File: src/nfcrt_pkg.sv
// Package for the reader tuning register bank: indices, fields, resets,
// page codes, register ids and the decoded configuration carrier.
// Assumes one 100 MHz register clock; byte address is four times the index.
package nfcrt_pkg;

  // Register indices (byte address = index * 4)
  localparam logic [7:0] IDX_PAGE_SEL = 8'h00;
  localparam logic [7:0] IDX_DETECT_COUNT = 8'h3E;
  localparam logic [7:0] IDX_SPECIAL = 8'h3F;
  localparam logic [7:0] IDX_ANALOG = 8'h31;
  localparam logic [7:0] IDX_NOISE = 8'h32;
  localparam logic [7:0] IDX_STEP = 8'h33;
  localparam logic [7:0] IDX_AGC_MIN = 8'h34;
  localparam logic [7:0] IDX_SC_DETECT_A = 8'h38;
  localparam logic [7:0] IDX_SC_DETECT_B = 8'h39;
  localparam logic [7:0] IDX_START_BIT = 8'h3A;
  localparam logic [7:0] IDX_GAIN_PREAMBLE = 8'h3B;
  localparam logic [7:0] IDX_DETECT_REF = 8'h31;

  // Page select codes
  localparam logic [7:0] PAGE5_CODE = 8'hAE;
  localparam logic [7:0] PAGE6_CODE = 8'h5A;

  // Reset values
  localparam logic [7:0] RST_PAGE_SEL = 8'h00;
  localparam logic [3:0] RST_DETECT_COUNT = 4'h4;
  localparam logic [7:0] RST_SPECIAL = 8'h50;
  localparam logic [7:0] RST_ANALOG = 8'h14;
  localparam logic [7:0] RST_NOISE = 8'h7D;
  localparam logic [7:0] RST_STEP = 8'h00;
  localparam logic [7:0] RST_AGC_MIN = 8'h10;
  localparam logic [7:0] RST_SC_DETECT_A = 8'h76;
  localparam logic [7:0] RST_SC_DETECT_B = 8'h56;
  localparam logic [7:0] RST_START_BIT = 8'h31;
  localparam logic [7:0] RST_GAIN_PREAMBLE = 8'h12;
  localparam logic [7:0] RST_DETECT_REF = 8'h00;

  // Writable bit masks; other bits read as zero
  localparam logic [7:0] ANALOG_WMASK = 8'h3E;
  localparam logic [7:0] STEP_WMASK = 8'h0C;
  localparam logic [7:0] AGC_MIN_WMASK = 8'h3F;

  // Field positions
  localparam int SPC_ALGO_LSB = 4;
  localparam int SPC_RX_UNIT_BIT = 1;
  localparam int SPC_TX_UNIT_BIT = 0;
  localparam int ANA_TEMP_OFF_BIT = 5;
  localparam int ANA_TEMP_LIM_LSB = 3;
  localparam int ANA_ADC_RANGE_LSB = 1;
  localparam int NOI_PSK_RESYNC_BIT = 4;
  localparam int STP_N_EDGE_BIT = 3;
  localparam int STP_P_EDGE_BIT = 2;
  localparam int SCA_FILTER_OFF_BIT = 7;
  localparam int SCA_ENDCHECK_OFF_BIT = 3;

  // Timing units in carrier cycles, detection window multipliers
  localparam logic [7:0] ETU_SLOW_CYCLES = 8'h80;
  localparam logic [7:0] ETU_FAST_CYCLES = 8'h40;
  localparam logic [9:0] DETECT_SWING_MUL = 10'h010;
  localparam logic [9:0] DETECT_PHASE_MUL = 10'h004;

  // Temperature limits in degrees C, ADC spans in mV
  localparam logic [7:0] TEMP_LIM_130 = 8'h82;
  localparam logic [7:0] TEMP_LIM_140 = 8'h8C;
  localparam logic [7:0] TEMP_LIM_150 = 8'h96;
  localparam logic [9:0] ADC_SPAN_440 = 10'h1B8;
  localparam logic [9:0] ADC_SPAN_520 = 10'h208;
  localparam logic [9:0] ADC_SPAN_600 = 10'h258;
  localparam logic [9:0] ADC_SPAN_680 = 10'h2A8;

  typedef enum logic [1:0] {
    ALGO_AUTO, ALGO_ONE, ALGO_TWO, ALGO_UNDEF
  } nfcrt_algo_t;

  typedef enum logic [3:0] {
    RID_NONE, RID_PAGE, RID_DETCNT, RID_SPECIAL, RID_ANALOG, RID_NOISE,
    RID_STEP, RID_AGC, RID_SCA, RID_SCB, RID_START, RID_GAIN, RID_REF
  } nfcrt_rid_t;

  typedef struct packed {
    logic [9:0] detect_window;
    logic [7:0] rx_unit;
    logic [7:0] tx_unit;
    nfcrt_algo_t algo;
    logic temp_protect_on;
    logic [7:0] temp_limit_c;
    logic [9:0] adc_span_mv;
    logic psk_resync;
    logic filter_bypass;
    logic endcheck_on;
    logic n_edge;
    logic p_edge;
  } nfcrt_cfg_t;

endpackage

File: src/nfcrt_regs.sv
// Paged tuning register bank of the reader front end, APB slave.
// Assumes i_detect_reference comes from detection logic on i_clk.
// Notes on behaviour
// - Detection window is count times 16 times 4 detection-clock periods.
// - Receive wait unit is 128 carrier cycles, or 64 when select is set.
// - Transmit wait unit is 128 carrier cycles, or 64 when select is set.
// - Algorithm select: 00 auto, 01 first, 10 second, 11 undefined.
// - Overtemperature protection is on when control bit is 0.
// - Threshold 01 is 130, 10 is 140, 11 is 150 degrees; 00 undefined.
// - ADC span codes 00 to 11 give 440, 520, 600, 680 mV.
// - Resync bit set makes demodulator resync after each PSK character.
// - High-rate filter disable bit set bypasses the subcarrier filter.
// - End-check disable bit clear enables subcarrier end detection.
// - N-side edge bit shapes A/B modulation edges on N driver.
// - P-side edge bit shapes A/B modulation edges on P driver.
// - Page-six reference value is read-only and resets to zero.
//
// Chosen here: the APB interface to the registers.
`timescale 1ns/1ps
`default_nettype none

module nfcrt_regs (
  // Clock and reset
  input wire logic i_clk,
  input wire logic i_reset_n,
  // APB slave
  input wire logic i_psel,
  input wire logic i_penable,
  input wire logic i_pwrite,
  input wire logic [11:0] i_paddr,
  input wire logic [31:0] i_pwdata,
  input wire logic [3:0] i_pstrb,
  output logic o_pready,
  output logic [31:0] o_prdata,
  output logic o_pslverr,
  // Detection logic
  input wire logic [7:0] i_detect_reference,
  // Decoded configuration
  output nfcrt_pkg::nfcrt_cfg_t o_cfg
);

  typedef struct packed {
    logic [7:0] page_select;
    logic [3:0] detect_count;
    logic [7:0] special;
    logic [7:0] analog;
    logic [7:0] noise;
    logic [7:0] step;
    logic [7:0] agc_min;
    logic [7:0] sc_detect_a;
    logic [7:0] sc_detect_b;
    logic [7:0] start_bit;
    logic [7:0] gain_preamble;
    logic [7:0] detect_ref;
    logic pready;
    logic pslverr;
    logic [31:0] prdata;
    nfcrt_pkg::nfcrt_cfg_t cfg;
  } nfcrt_state_t;

  nfcrt_state_t st_reg;
  nfcrt_state_t st_next;
  nfcrt_pkg::nfcrt_rid_t rid;
  logic access;
  logic commit;

  // Page-aware address decode
  function automatic nfcrt_pkg::nfcrt_rid_t reg_decode(
    input logic [11:0] addr,
    input logic [7:0] page
  );
    logic [7:0] idx;
    nfcrt_pkg::nfcrt_rid_t r;
    idx = {2'b00, addr[7:2]};
    r = nfcrt_pkg::RID_NONE;
    if (addr[1:0] == 2'b00 && addr[11:8] == 4'h0) begin
      if (idx == nfcrt_pkg::IDX_PAGE_SEL) begin
        r = nfcrt_pkg::RID_PAGE;
      end else if (page == nfcrt_pkg::PAGE5_CODE) begin
        case (idx)
          nfcrt_pkg::IDX_ANALOG: r = nfcrt_pkg::RID_ANALOG;
          nfcrt_pkg::IDX_NOISE: r = nfcrt_pkg::RID_NOISE;
          nfcrt_pkg::IDX_STEP: r = nfcrt_pkg::RID_STEP;
          nfcrt_pkg::IDX_AGC_MIN: r = nfcrt_pkg::RID_AGC;
          nfcrt_pkg::IDX_SC_DETECT_A: r = nfcrt_pkg::RID_SCA;
          nfcrt_pkg::IDX_SC_DETECT_B: r = nfcrt_pkg::RID_SCB;
          nfcrt_pkg::IDX_START_BIT: r = nfcrt_pkg::RID_START;
          nfcrt_pkg::IDX_GAIN_PREAMBLE: r = nfcrt_pkg::RID_GAIN;
          default: r = nfcrt_pkg::RID_NONE;
        endcase
      end else if (page == nfcrt_pkg::PAGE6_CODE) begin
        if (idx == nfcrt_pkg::IDX_DETECT_REF) begin
          r = nfcrt_pkg::RID_REF;
        end
      end else begin
        case (idx)
          nfcrt_pkg::IDX_SPECIAL: r = nfcrt_pkg::RID_SPECIAL;
          nfcrt_pkg::IDX_DETECT_COUNT: r = nfcrt_pkg::RID_DETCNT;
          default: r = nfcrt_pkg::RID_NONE;
        endcase
      end
    end
    return r;
  endfunction

  always_comb begin
    st_next = st_reg;
    rid = reg_decode(i_paddr, st_reg.page_select);
    access = i_psel && i_penable;
    commit = access && st_reg.pready;
    // Reference value follows detection logic only
    st_next.detect_ref = i_detect_reference;
    if (access && !st_reg.pready) begin
      // One wait state: read data and error prepared here
      st_next.pready = 1'b1;
      st_next.pslverr = (rid == nfcrt_pkg::RID_NONE);
      st_next.prdata = 32'h0000_0000;
      case (rid)
        nfcrt_pkg::RID_PAGE: st_next.prdata[7:0] = st_reg.page_select;
        nfcrt_pkg::RID_DETCNT: st_next.prdata[3:0] = st_reg.detect_count;
        nfcrt_pkg::RID_SPECIAL: st_next.prdata[7:0] = st_reg.special;
        nfcrt_pkg::RID_ANALOG: st_next.prdata[7:0] = st_reg.analog;
        nfcrt_pkg::RID_NOISE: st_next.prdata[7:0] = st_reg.noise;
        nfcrt_pkg::RID_STEP: st_next.prdata[7:0] = st_reg.step;
        nfcrt_pkg::RID_AGC: st_next.prdata[7:0] = st_reg.agc_min;
        nfcrt_pkg::RID_SCA: st_next.prdata[7:0] = st_reg.sc_detect_a;
        nfcrt_pkg::RID_SCB: st_next.prdata[7:0] = st_reg.sc_detect_b;
        nfcrt_pkg::RID_START: st_next.prdata[7:0] = st_reg.start_bit;
        nfcrt_pkg::RID_GAIN: st_next.prdata[7:0] = st_reg.gain_preamble;
        nfcrt_pkg::RID_REF: st_next.prdata[7:0] = st_reg.detect_ref;
        default: st_next.prdata = 32'h0000_0000;
      endcase
    end else if (commit) begin
      st_next.pready = 1'b0;
      st_next.pslverr = 1'b0;
      st_next.prdata = 32'h0000_0000;
      if (i_pwrite && i_pstrb[0]) begin
        case (rid)
          nfcrt_pkg::RID_PAGE: st_next.page_select = i_pwdata[7:0];
          nfcrt_pkg::RID_DETCNT: st_next.detect_count = i_pwdata[3:0];
          nfcrt_pkg::RID_SPECIAL: st_next.special = i_pwdata[7:0];
          nfcrt_pkg::RID_ANALOG:
            st_next.analog = i_pwdata[7:0] & nfcrt_pkg::ANALOG_WMASK;
          nfcrt_pkg::RID_NOISE: st_next.noise = i_pwdata[7:0];
          nfcrt_pkg::RID_STEP:
            st_next.step = i_pwdata[7:0] & nfcrt_pkg::STEP_WMASK;
          nfcrt_pkg::RID_AGC:
            st_next.agc_min = i_pwdata[7:0] & nfcrt_pkg::AGC_MIN_WMASK;
          nfcrt_pkg::RID_SCA: st_next.sc_detect_a = i_pwdata[7:0];
          nfcrt_pkg::RID_SCB: st_next.sc_detect_b = i_pwdata[7:0];
          nfcrt_pkg::RID_START: st_next.start_bit = i_pwdata[7:0];
          nfcrt_pkg::RID_GAIN: st_next.gain_preamble = i_pwdata[7:0];
          default: st_next.page_select = st_reg.page_select;
        endcase
      end
    end

    // Decoded configuration
    st_next.cfg.detect_window = 10'(st_reg.detect_count)
      * nfcrt_pkg::DETECT_SWING_MUL * nfcrt_pkg::DETECT_PHASE_MUL;
    st_next.cfg.rx_unit = st_reg.special[nfcrt_pkg::SPC_RX_UNIT_BIT] ?
      nfcrt_pkg::ETU_FAST_CYCLES : nfcrt_pkg::ETU_SLOW_CYCLES;
    st_next.cfg.tx_unit = st_reg.special[nfcrt_pkg::SPC_TX_UNIT_BIT] ?
      nfcrt_pkg::ETU_FAST_CYCLES : nfcrt_pkg::ETU_SLOW_CYCLES;
    case (st_reg.special[nfcrt_pkg::SPC_ALGO_LSB +: 2])
      2'b00: st_next.cfg.algo = nfcrt_pkg::ALGO_AUTO;
      2'b01: st_next.cfg.algo = nfcrt_pkg::ALGO_ONE;
      2'b10: st_next.cfg.algo = nfcrt_pkg::ALGO_TWO;
      default: st_next.cfg.algo = nfcrt_pkg::ALGO_UNDEF;
    endcase
    st_next.cfg.temp_protect_on =
      !st_reg.analog[nfcrt_pkg::ANA_TEMP_OFF_BIT];
    case (st_reg.analog[nfcrt_pkg::ANA_TEMP_LIM_LSB +: 2])
      2'b01: st_next.cfg.temp_limit_c = nfcrt_pkg::TEMP_LIM_130;
      2'b10: st_next.cfg.temp_limit_c = nfcrt_pkg::TEMP_LIM_140;
      2'b11: st_next.cfg.temp_limit_c = nfcrt_pkg::TEMP_LIM_150;
      default: st_next.cfg.temp_limit_c = 8'h00;
    endcase
    case (st_reg.analog[nfcrt_pkg::ANA_ADC_RANGE_LSB +: 2])
      2'b00: st_next.cfg.adc_span_mv = nfcrt_pkg::ADC_SPAN_440;
      2'b01: st_next.cfg.adc_span_mv = nfcrt_pkg::ADC_SPAN_520;
      2'b10: st_next.cfg.adc_span_mv = nfcrt_pkg::ADC_SPAN_600;
      default: st_next.cfg.adc_span_mv = nfcrt_pkg::ADC_SPAN_680;
    endcase
    st_next.cfg.psk_resync =
      st_reg.noise[nfcrt_pkg::NOI_PSK_RESYNC_BIT];
    st_next.cfg.filter_bypass =
      st_reg.sc_detect_a[nfcrt_pkg::SCA_FILTER_OFF_BIT];
    st_next.cfg.endcheck_on =
      !st_reg.sc_detect_a[nfcrt_pkg::SCA_ENDCHECK_OFF_BIT];
    st_next.cfg.n_edge = st_reg.step[nfcrt_pkg::STP_N_EDGE_BIT];
    st_next.cfg.p_edge = st_reg.step[nfcrt_pkg::STP_P_EDGE_BIT];
  end

  always_ff @(posedge i_clk or negedge i_reset_n) begin
    if (!i_reset_n) begin
      st_reg.page_select <= nfcrt_pkg::RST_PAGE_SEL;
      st_reg.detect_count <= nfcrt_pkg::RST_DETECT_COUNT;
      st_reg.special <= nfcrt_pkg::RST_SPECIAL;
      st_reg.analog <= nfcrt_pkg::RST_ANALOG;
      st_reg.noise <= nfcrt_pkg::RST_NOISE;
      st_reg.step <= nfcrt_pkg::RST_STEP;
      st_reg.agc_min <= nfcrt_pkg::RST_AGC_MIN;
      st_reg.sc_detect_a <= nfcrt_pkg::RST_SC_DETECT_A;
      st_reg.sc_detect_b <= nfcrt_pkg::RST_SC_DETECT_B;
      st_reg.start_bit <= nfcrt_pkg::RST_START_BIT;
      st_reg.gain_preamble <= nfcrt_pkg::RST_GAIN_PREAMBLE;
      st_reg.detect_ref <= nfcrt_pkg::RST_DETECT_REF;
      st_reg.pready <= 1'b0;
      st_reg.pslverr <= 1'b0;
      st_reg.prdata <= 32'h0000_0000;
      st_reg.cfg <= '0;
    end else begin
      st_reg <= st_next;
    end
  end

  assign o_pready = st_reg.pready;
  assign o_prdata = st_reg.prdata;
  assign o_pslverr = st_reg.pslverr;
  assign o_cfg = st_reg.cfg;

  a_detect_window: assert property (
    @(posedge i_clk) disable iff (!i_reset_n)
    i_reset_n && $past(i_reset_n) |->
      o_cfg.detect_window == 10'($past(st_reg.detect_count)) * 10'd64)
    else $error("detection window not count times 64");

  a_rx_unit_fast: assert property (
    @(posedge i_clk) disable iff (!i_reset_n)
    i_reset_n && st_reg.special[1] |=> o_cfg.rx_unit == 8'd64)
    else $error("receive wait unit not 64 cycles");

  a_tx_unit_slow: assert property (
    @(posedge i_clk) disable iff (!i_reset_n)
    i_reset_n && !st_reg.special[0] |=> o_cfg.tx_unit == 8'd128)
    else $error("transmit wait unit not 128 cycles");

  a_algo_two_sel: assert property (
    @(posedge i_clk) disable iff (!i_reset_n)
    i_reset_n && st_reg.special[5:4] == 2'b10
      |=> o_cfg.algo == nfcrt_pkg::ALGO_TWO)
    else $error("algorithm two not selected");

  a_temp_protect_on: assert property (
    @(posedge i_clk) disable iff (!i_reset_n)
    i_reset_n && $fell(st_reg.analog[5]) |=> o_cfg.temp_protect_on)
    else $error("protection not on after bit cleared");

  a_temp_limit_150: assert property (
    @(posedge i_clk) disable iff (!i_reset_n)
    i_reset_n && st_reg.analog[4:3] == 2'b11
      |=> o_cfg.temp_limit_c == 8'd150)
    else $error("temperature limit not 150");

  a_adc_span_440: assert property (
    @(posedge i_clk) disable iff (!i_reset_n)
    i_reset_n && st_reg.analog[2:1] == 2'b00
      |=> o_cfg.adc_span_mv == 10'd440)
    else $error("ADC span not 440 mV");

  a_ref_read_only: assert property (
    @(posedge i_clk) disable iff (!i_reset_n)
    i_psel && i_penable && i_pwrite |=>
      st_reg.detect_ref == $past(i_detect_reference))
    else $error("reference value changed by a write");

  a_analog_paged_write: assert property (
    @(posedge i_clk) disable iff (!i_reset_n)
    commit && i_pwrite && i_pstrb[0] && rid == nfcrt_pkg::RID_ANALOG
      |=> st_reg.analog == ($past(i_pwdata[7:0]) & nfcrt_pkg::ANALOG_WMASK)
        && $stable(st_reg.noise))
    else $error("page five write did not land in analog register");

  a_page6_no_analog: assert property (
    @(posedge i_clk) disable iff (!i_reset_n)
    st_reg.page_select == nfcrt_pkg::PAGE6_CODE && commit
      |=> $stable(st_reg.analog))
    else $error("page six access altered page five storage");

  a_apb_one_wait: assert property (
    @(posedge i_clk) disable iff (!i_reset_n)
    i_psel && i_penable && !o_pready |=> o_pready ##1 !o_pready)
    else $error("APB answer not after one wait state");

endmodule

`default_nettype wire
File: config.mk
export PLATFORM = sky130hd
export DESIGN_NAME = nfcrt_regs
export DESIGN_NICKNAME = d
export VERILOG_FILES = /design/src/nfcrt_pkg.sv /design/src/nfcrt_regs.sv
export SDC_FILE = /design/constraint.sdc
export NUM_CORES = 1
export LEC_CHECK = 0
export ABC_AREA = 1
export BUFFER_PORTS_ARGS = -buffer_cell sky130_fd_sc_hd__buf_2
export CORE_ASPECT_RATIO = 0.7
export CORE_UTILIZATION = 55
export DETAILED_ROUTE_END_ITERATION = 10
export GPL_ROUTABILITY_DRIVEN = 0
export PLACE_DENSITY = 0.81
export SYNTH_ARGS = -nofsm -noshare
export SYNTH_HDL_FRONTEND = slang
export SYNTH_SLANG_ARGS = --single-unit
File: constraint.sdc
create_clock -name i_clk -period 2.4 [get_ports i_clk]
set_clock_uncertainty 0.15 [all_clocks]
set_input_delay 0.36 -clock i_clk [delete_from_list [all_inputs] [get_ports i_clk]]
set_output_delay 0.36 -clock i_clk [all_outputs]
set_load 0.005 [all_outputs]
==> results.tsv <==
metric	value	unit
status	finished clean	
Final #Nets	872	
Mapped Area	6390	um^2
xor-xnor portion of the synthesized cell area	0	%
Synth Area per Inst	8.63	um^2
grt ovf	0	
fin util	66.2	%
Yosys reg bits	118	
startpoint types	flop	
largest net degree at the start of global routing	50	
Min-Delay Path Depth	3	
multiplexer share of the synthesized area	0	%
Slowest-stage cell, CP	dfrtp_1	
largest family of logic cells by synthesized area	simple AND/OR/NAND/NOR gates	
crit path max fanout	16	
Area Overhead vs Synth	15.7	%
final hold vios	0	
final worst-path cycle share	97.5	%
Slew Limit Fails	0	
overall die height	92.2	um
worst-path cell chain	nand4_4 -> nor2_8 -> buf_4 -> nand4_4 -> inv_2 -> nand2_1 -> inv_2 -> nand2_4 -> nand2_1 -> o21ai_1	
GRT Total Usage	26.6	%
Hold Path Class	input pin to flop	
Ports	147	
post-synthesis sequential area ratio	46.7	%
Largest register FFs	77	
Distinct cells, synth	36	
crit path capture type	flop	
CTS Buf Count	17	
CP Class	flop to flop	
clk slew on worst S/H paths	0.05	ns
worst reg-to-reg setup slack	0.06	ns
leading post-synthesis cells by cell area	dfrtp_1 36%, nand2_1 13%, dfstp_2 11%, buf_4 10%, o21ai_2 4.1%	
Total Routed Length	14900	um
endpoint arrival time on the critical path	2.47	ns
HPWL Detailed	9930	um
initial antenna violation count	0	
Pwr Density	657	nW/um^2
simple-gate share of the synthesized area	29.0	%
Adder-Cell Fraction of Synth Area	0.587	%
vias in the first global route	4665	
Hold WS	0.197	ns
Clock Sinks	118	
clock root cell	clkbuf_16	
Pre-antenna DRT Iters	5	
antenna viol nets, final	0	
Synth Area in Compound Gates	8.42	%
Die Width	131	um
post-DR vias/cell	5.13	
Lkg Pwr	3.78	nW
post-synth top area share	36.0	%
R2R cell count	10	
CP Depth	10	
final setup vio count	0	
# DRC	0	
CP peak stage delay	0.47	ns
Clock Latency Late Sink	0.42	ns
CP required	2.52	ns
die area	12100	um^2
WL per Instance	15.3	um
Initial DRC Count	430	
H-tree depth	4	
maximum clock path buffer count	2	
Multi-input gate area	2680	um^2
Peak VDD IR	0.534	mV
WP buf/inv	3	
first-pass GRT wire length	23600	um
fmax	427	MHz
ant diodes	0	
Yosys top cell by area	dfrtp_1	
starting density of the core	57.2	%
core area	11200	um^2
critical path's top delay family	simple AND/OR/NAND/NOR gates	
yosys warns	0	
register area	2990	um^2
RSZ-0062 raised after global routing	true	
Worst Tran Pin Value	0.659	ns
relative slew slack	56.1	%
std cell rows	32	
Via Count	4992	
FILL cells	874	
max cap viols	0	
gate count after technology mapping	741	
final critical-path required period	2.34	ns
PortBufs	71	
TritonCTS clock tree	built	
layout cells sized above 1	31.1	%
cell usage in the layout, fill, tap and decap left out, types with 5 or more instances in the layout:
cell type,netlist,final
buf_2,9,70
buf_4,86,24
clkbuf_16,0,17
clkbuf_8,0,5
conb_1,2,49
dfrtp_1,92,89
dfstp_2,26,26
dlygate4sd3_1,0,9
inv_1,40,39
inv_2,12,13
nand2_1,219,217
nand2_2,12,10
nand2_4,6,8
nand3_1,35,35
nand4_1,22,22
nor2_1,53,50
nor2_2,4,6
nor2_4,8,9
o21ai_0,11,11
o21ai_1,33,33
o21ai_2,30,30
kinds of logic (layout without fill, tap and decap cells):
family,count (synthesis),after routing
compound gates,79,79
fa+ha+maj,3,3
buf+inv,160,193
flops,118,118
other cells,2,49
simple gates,379,379
per-stage QoR:
| stage | cell area [um^2] | total power (W) | worst slack (ns) | setup TNS (ns) | cells |
|---|---|---|---|---|---|
| after floorplan | 6570 | 0.00218 | 0.385 | 0 | 788 |
| after global placement | 6520 | 0.00223 | -0.0143 | -0.0657 | 925 |
| after detailed placement | 6520 | 0.00223 | -0.0697 | -0.393 | 925 |
| after CTS | 7230 | 0.00487 | 0.0362 | 0 | 966 |
| after global routing | 7400 | 0.00500 | -0.0563 | -0.317 | 974 |
| final | 7400 | 0.00486 | 0.0598 | 0 | 974 |
power by group:
group	switching (W)	total, W	internal, W
clock network	0.000877	0.00265	0.00177
logic	0.000138	0.000195	0.0000573
registers	0.00000924	0.00202	0.00201
path summary, 6_finish.rpt:
check | from | to
worst max-delay path | st_reg[171]$_DFFE_PN0P_ | st_reg[97]$_DFFE_PN0P_
worst min-delay path | i_pwdata[6] | st_reg[164]$_DFFE_PN1P_
worst max register to register | st_reg[171]$_DFFE_PN0P_ | st_reg[97]$_DFFE_PN0P_
worst min register to register | st_reg[158]$_DFFE_PN0P_ | o_cfg[32]$_DFF_PN0_
max in group asynchronous | i_reset_n | st_reg[112]$_DFFE_PN1P_
min in group asynchronous | i_reset_n | o_cfg[22]$_DFF_PN0_
tightest hold or removal path: stages:
cell	delay, ns
buf_2	0.07
inv_1	0.13
o21ai_2	0.17
cells in the mapped netlist, drive strengths merged:
cell	instances
clkinv	1
nor2	66
nor3	3
o21ai	75
dfrtp	92
buf	100
clkbuf	7
a22o	1
nand3	42
conb	2
nand4	28
a21oi	3
inv	52
or2	2
nand2	237
ha	3
dfstp	26
nor3b	1
cell type report:
cell class                 count  share of cell area [%]
tap                          153                    2.59
clock buffer                  25                    6.83
timing repair buffer         108                    9.62
clock inverter                 7                    1.59
multi-input combinational    510                    36.3
inverter                      53                    2.69
sequential                   118                    40.4
per-layer routing:
layer | vias up | share of wire, % | global-route usage, %
met5 | - | 0 | 0
met4 | 0 | 2.2 | 9.96
met3 | 31 | 8.2 | 7.76
met2 | 222 | 46 | 40.3
met1 | 2362 | 43 | 36.1
li1 | 2377 | - | -
repair_timing:
item,4_1_cts,5_1_grt
hold buffers,9,0
gates resized for setup,0,21
buffers inserted,0,8
hold endpoints to repair,46,0
endpoints found under the setup margin,0,60
No activity file was read; power rests on OpenSTA's default activity.
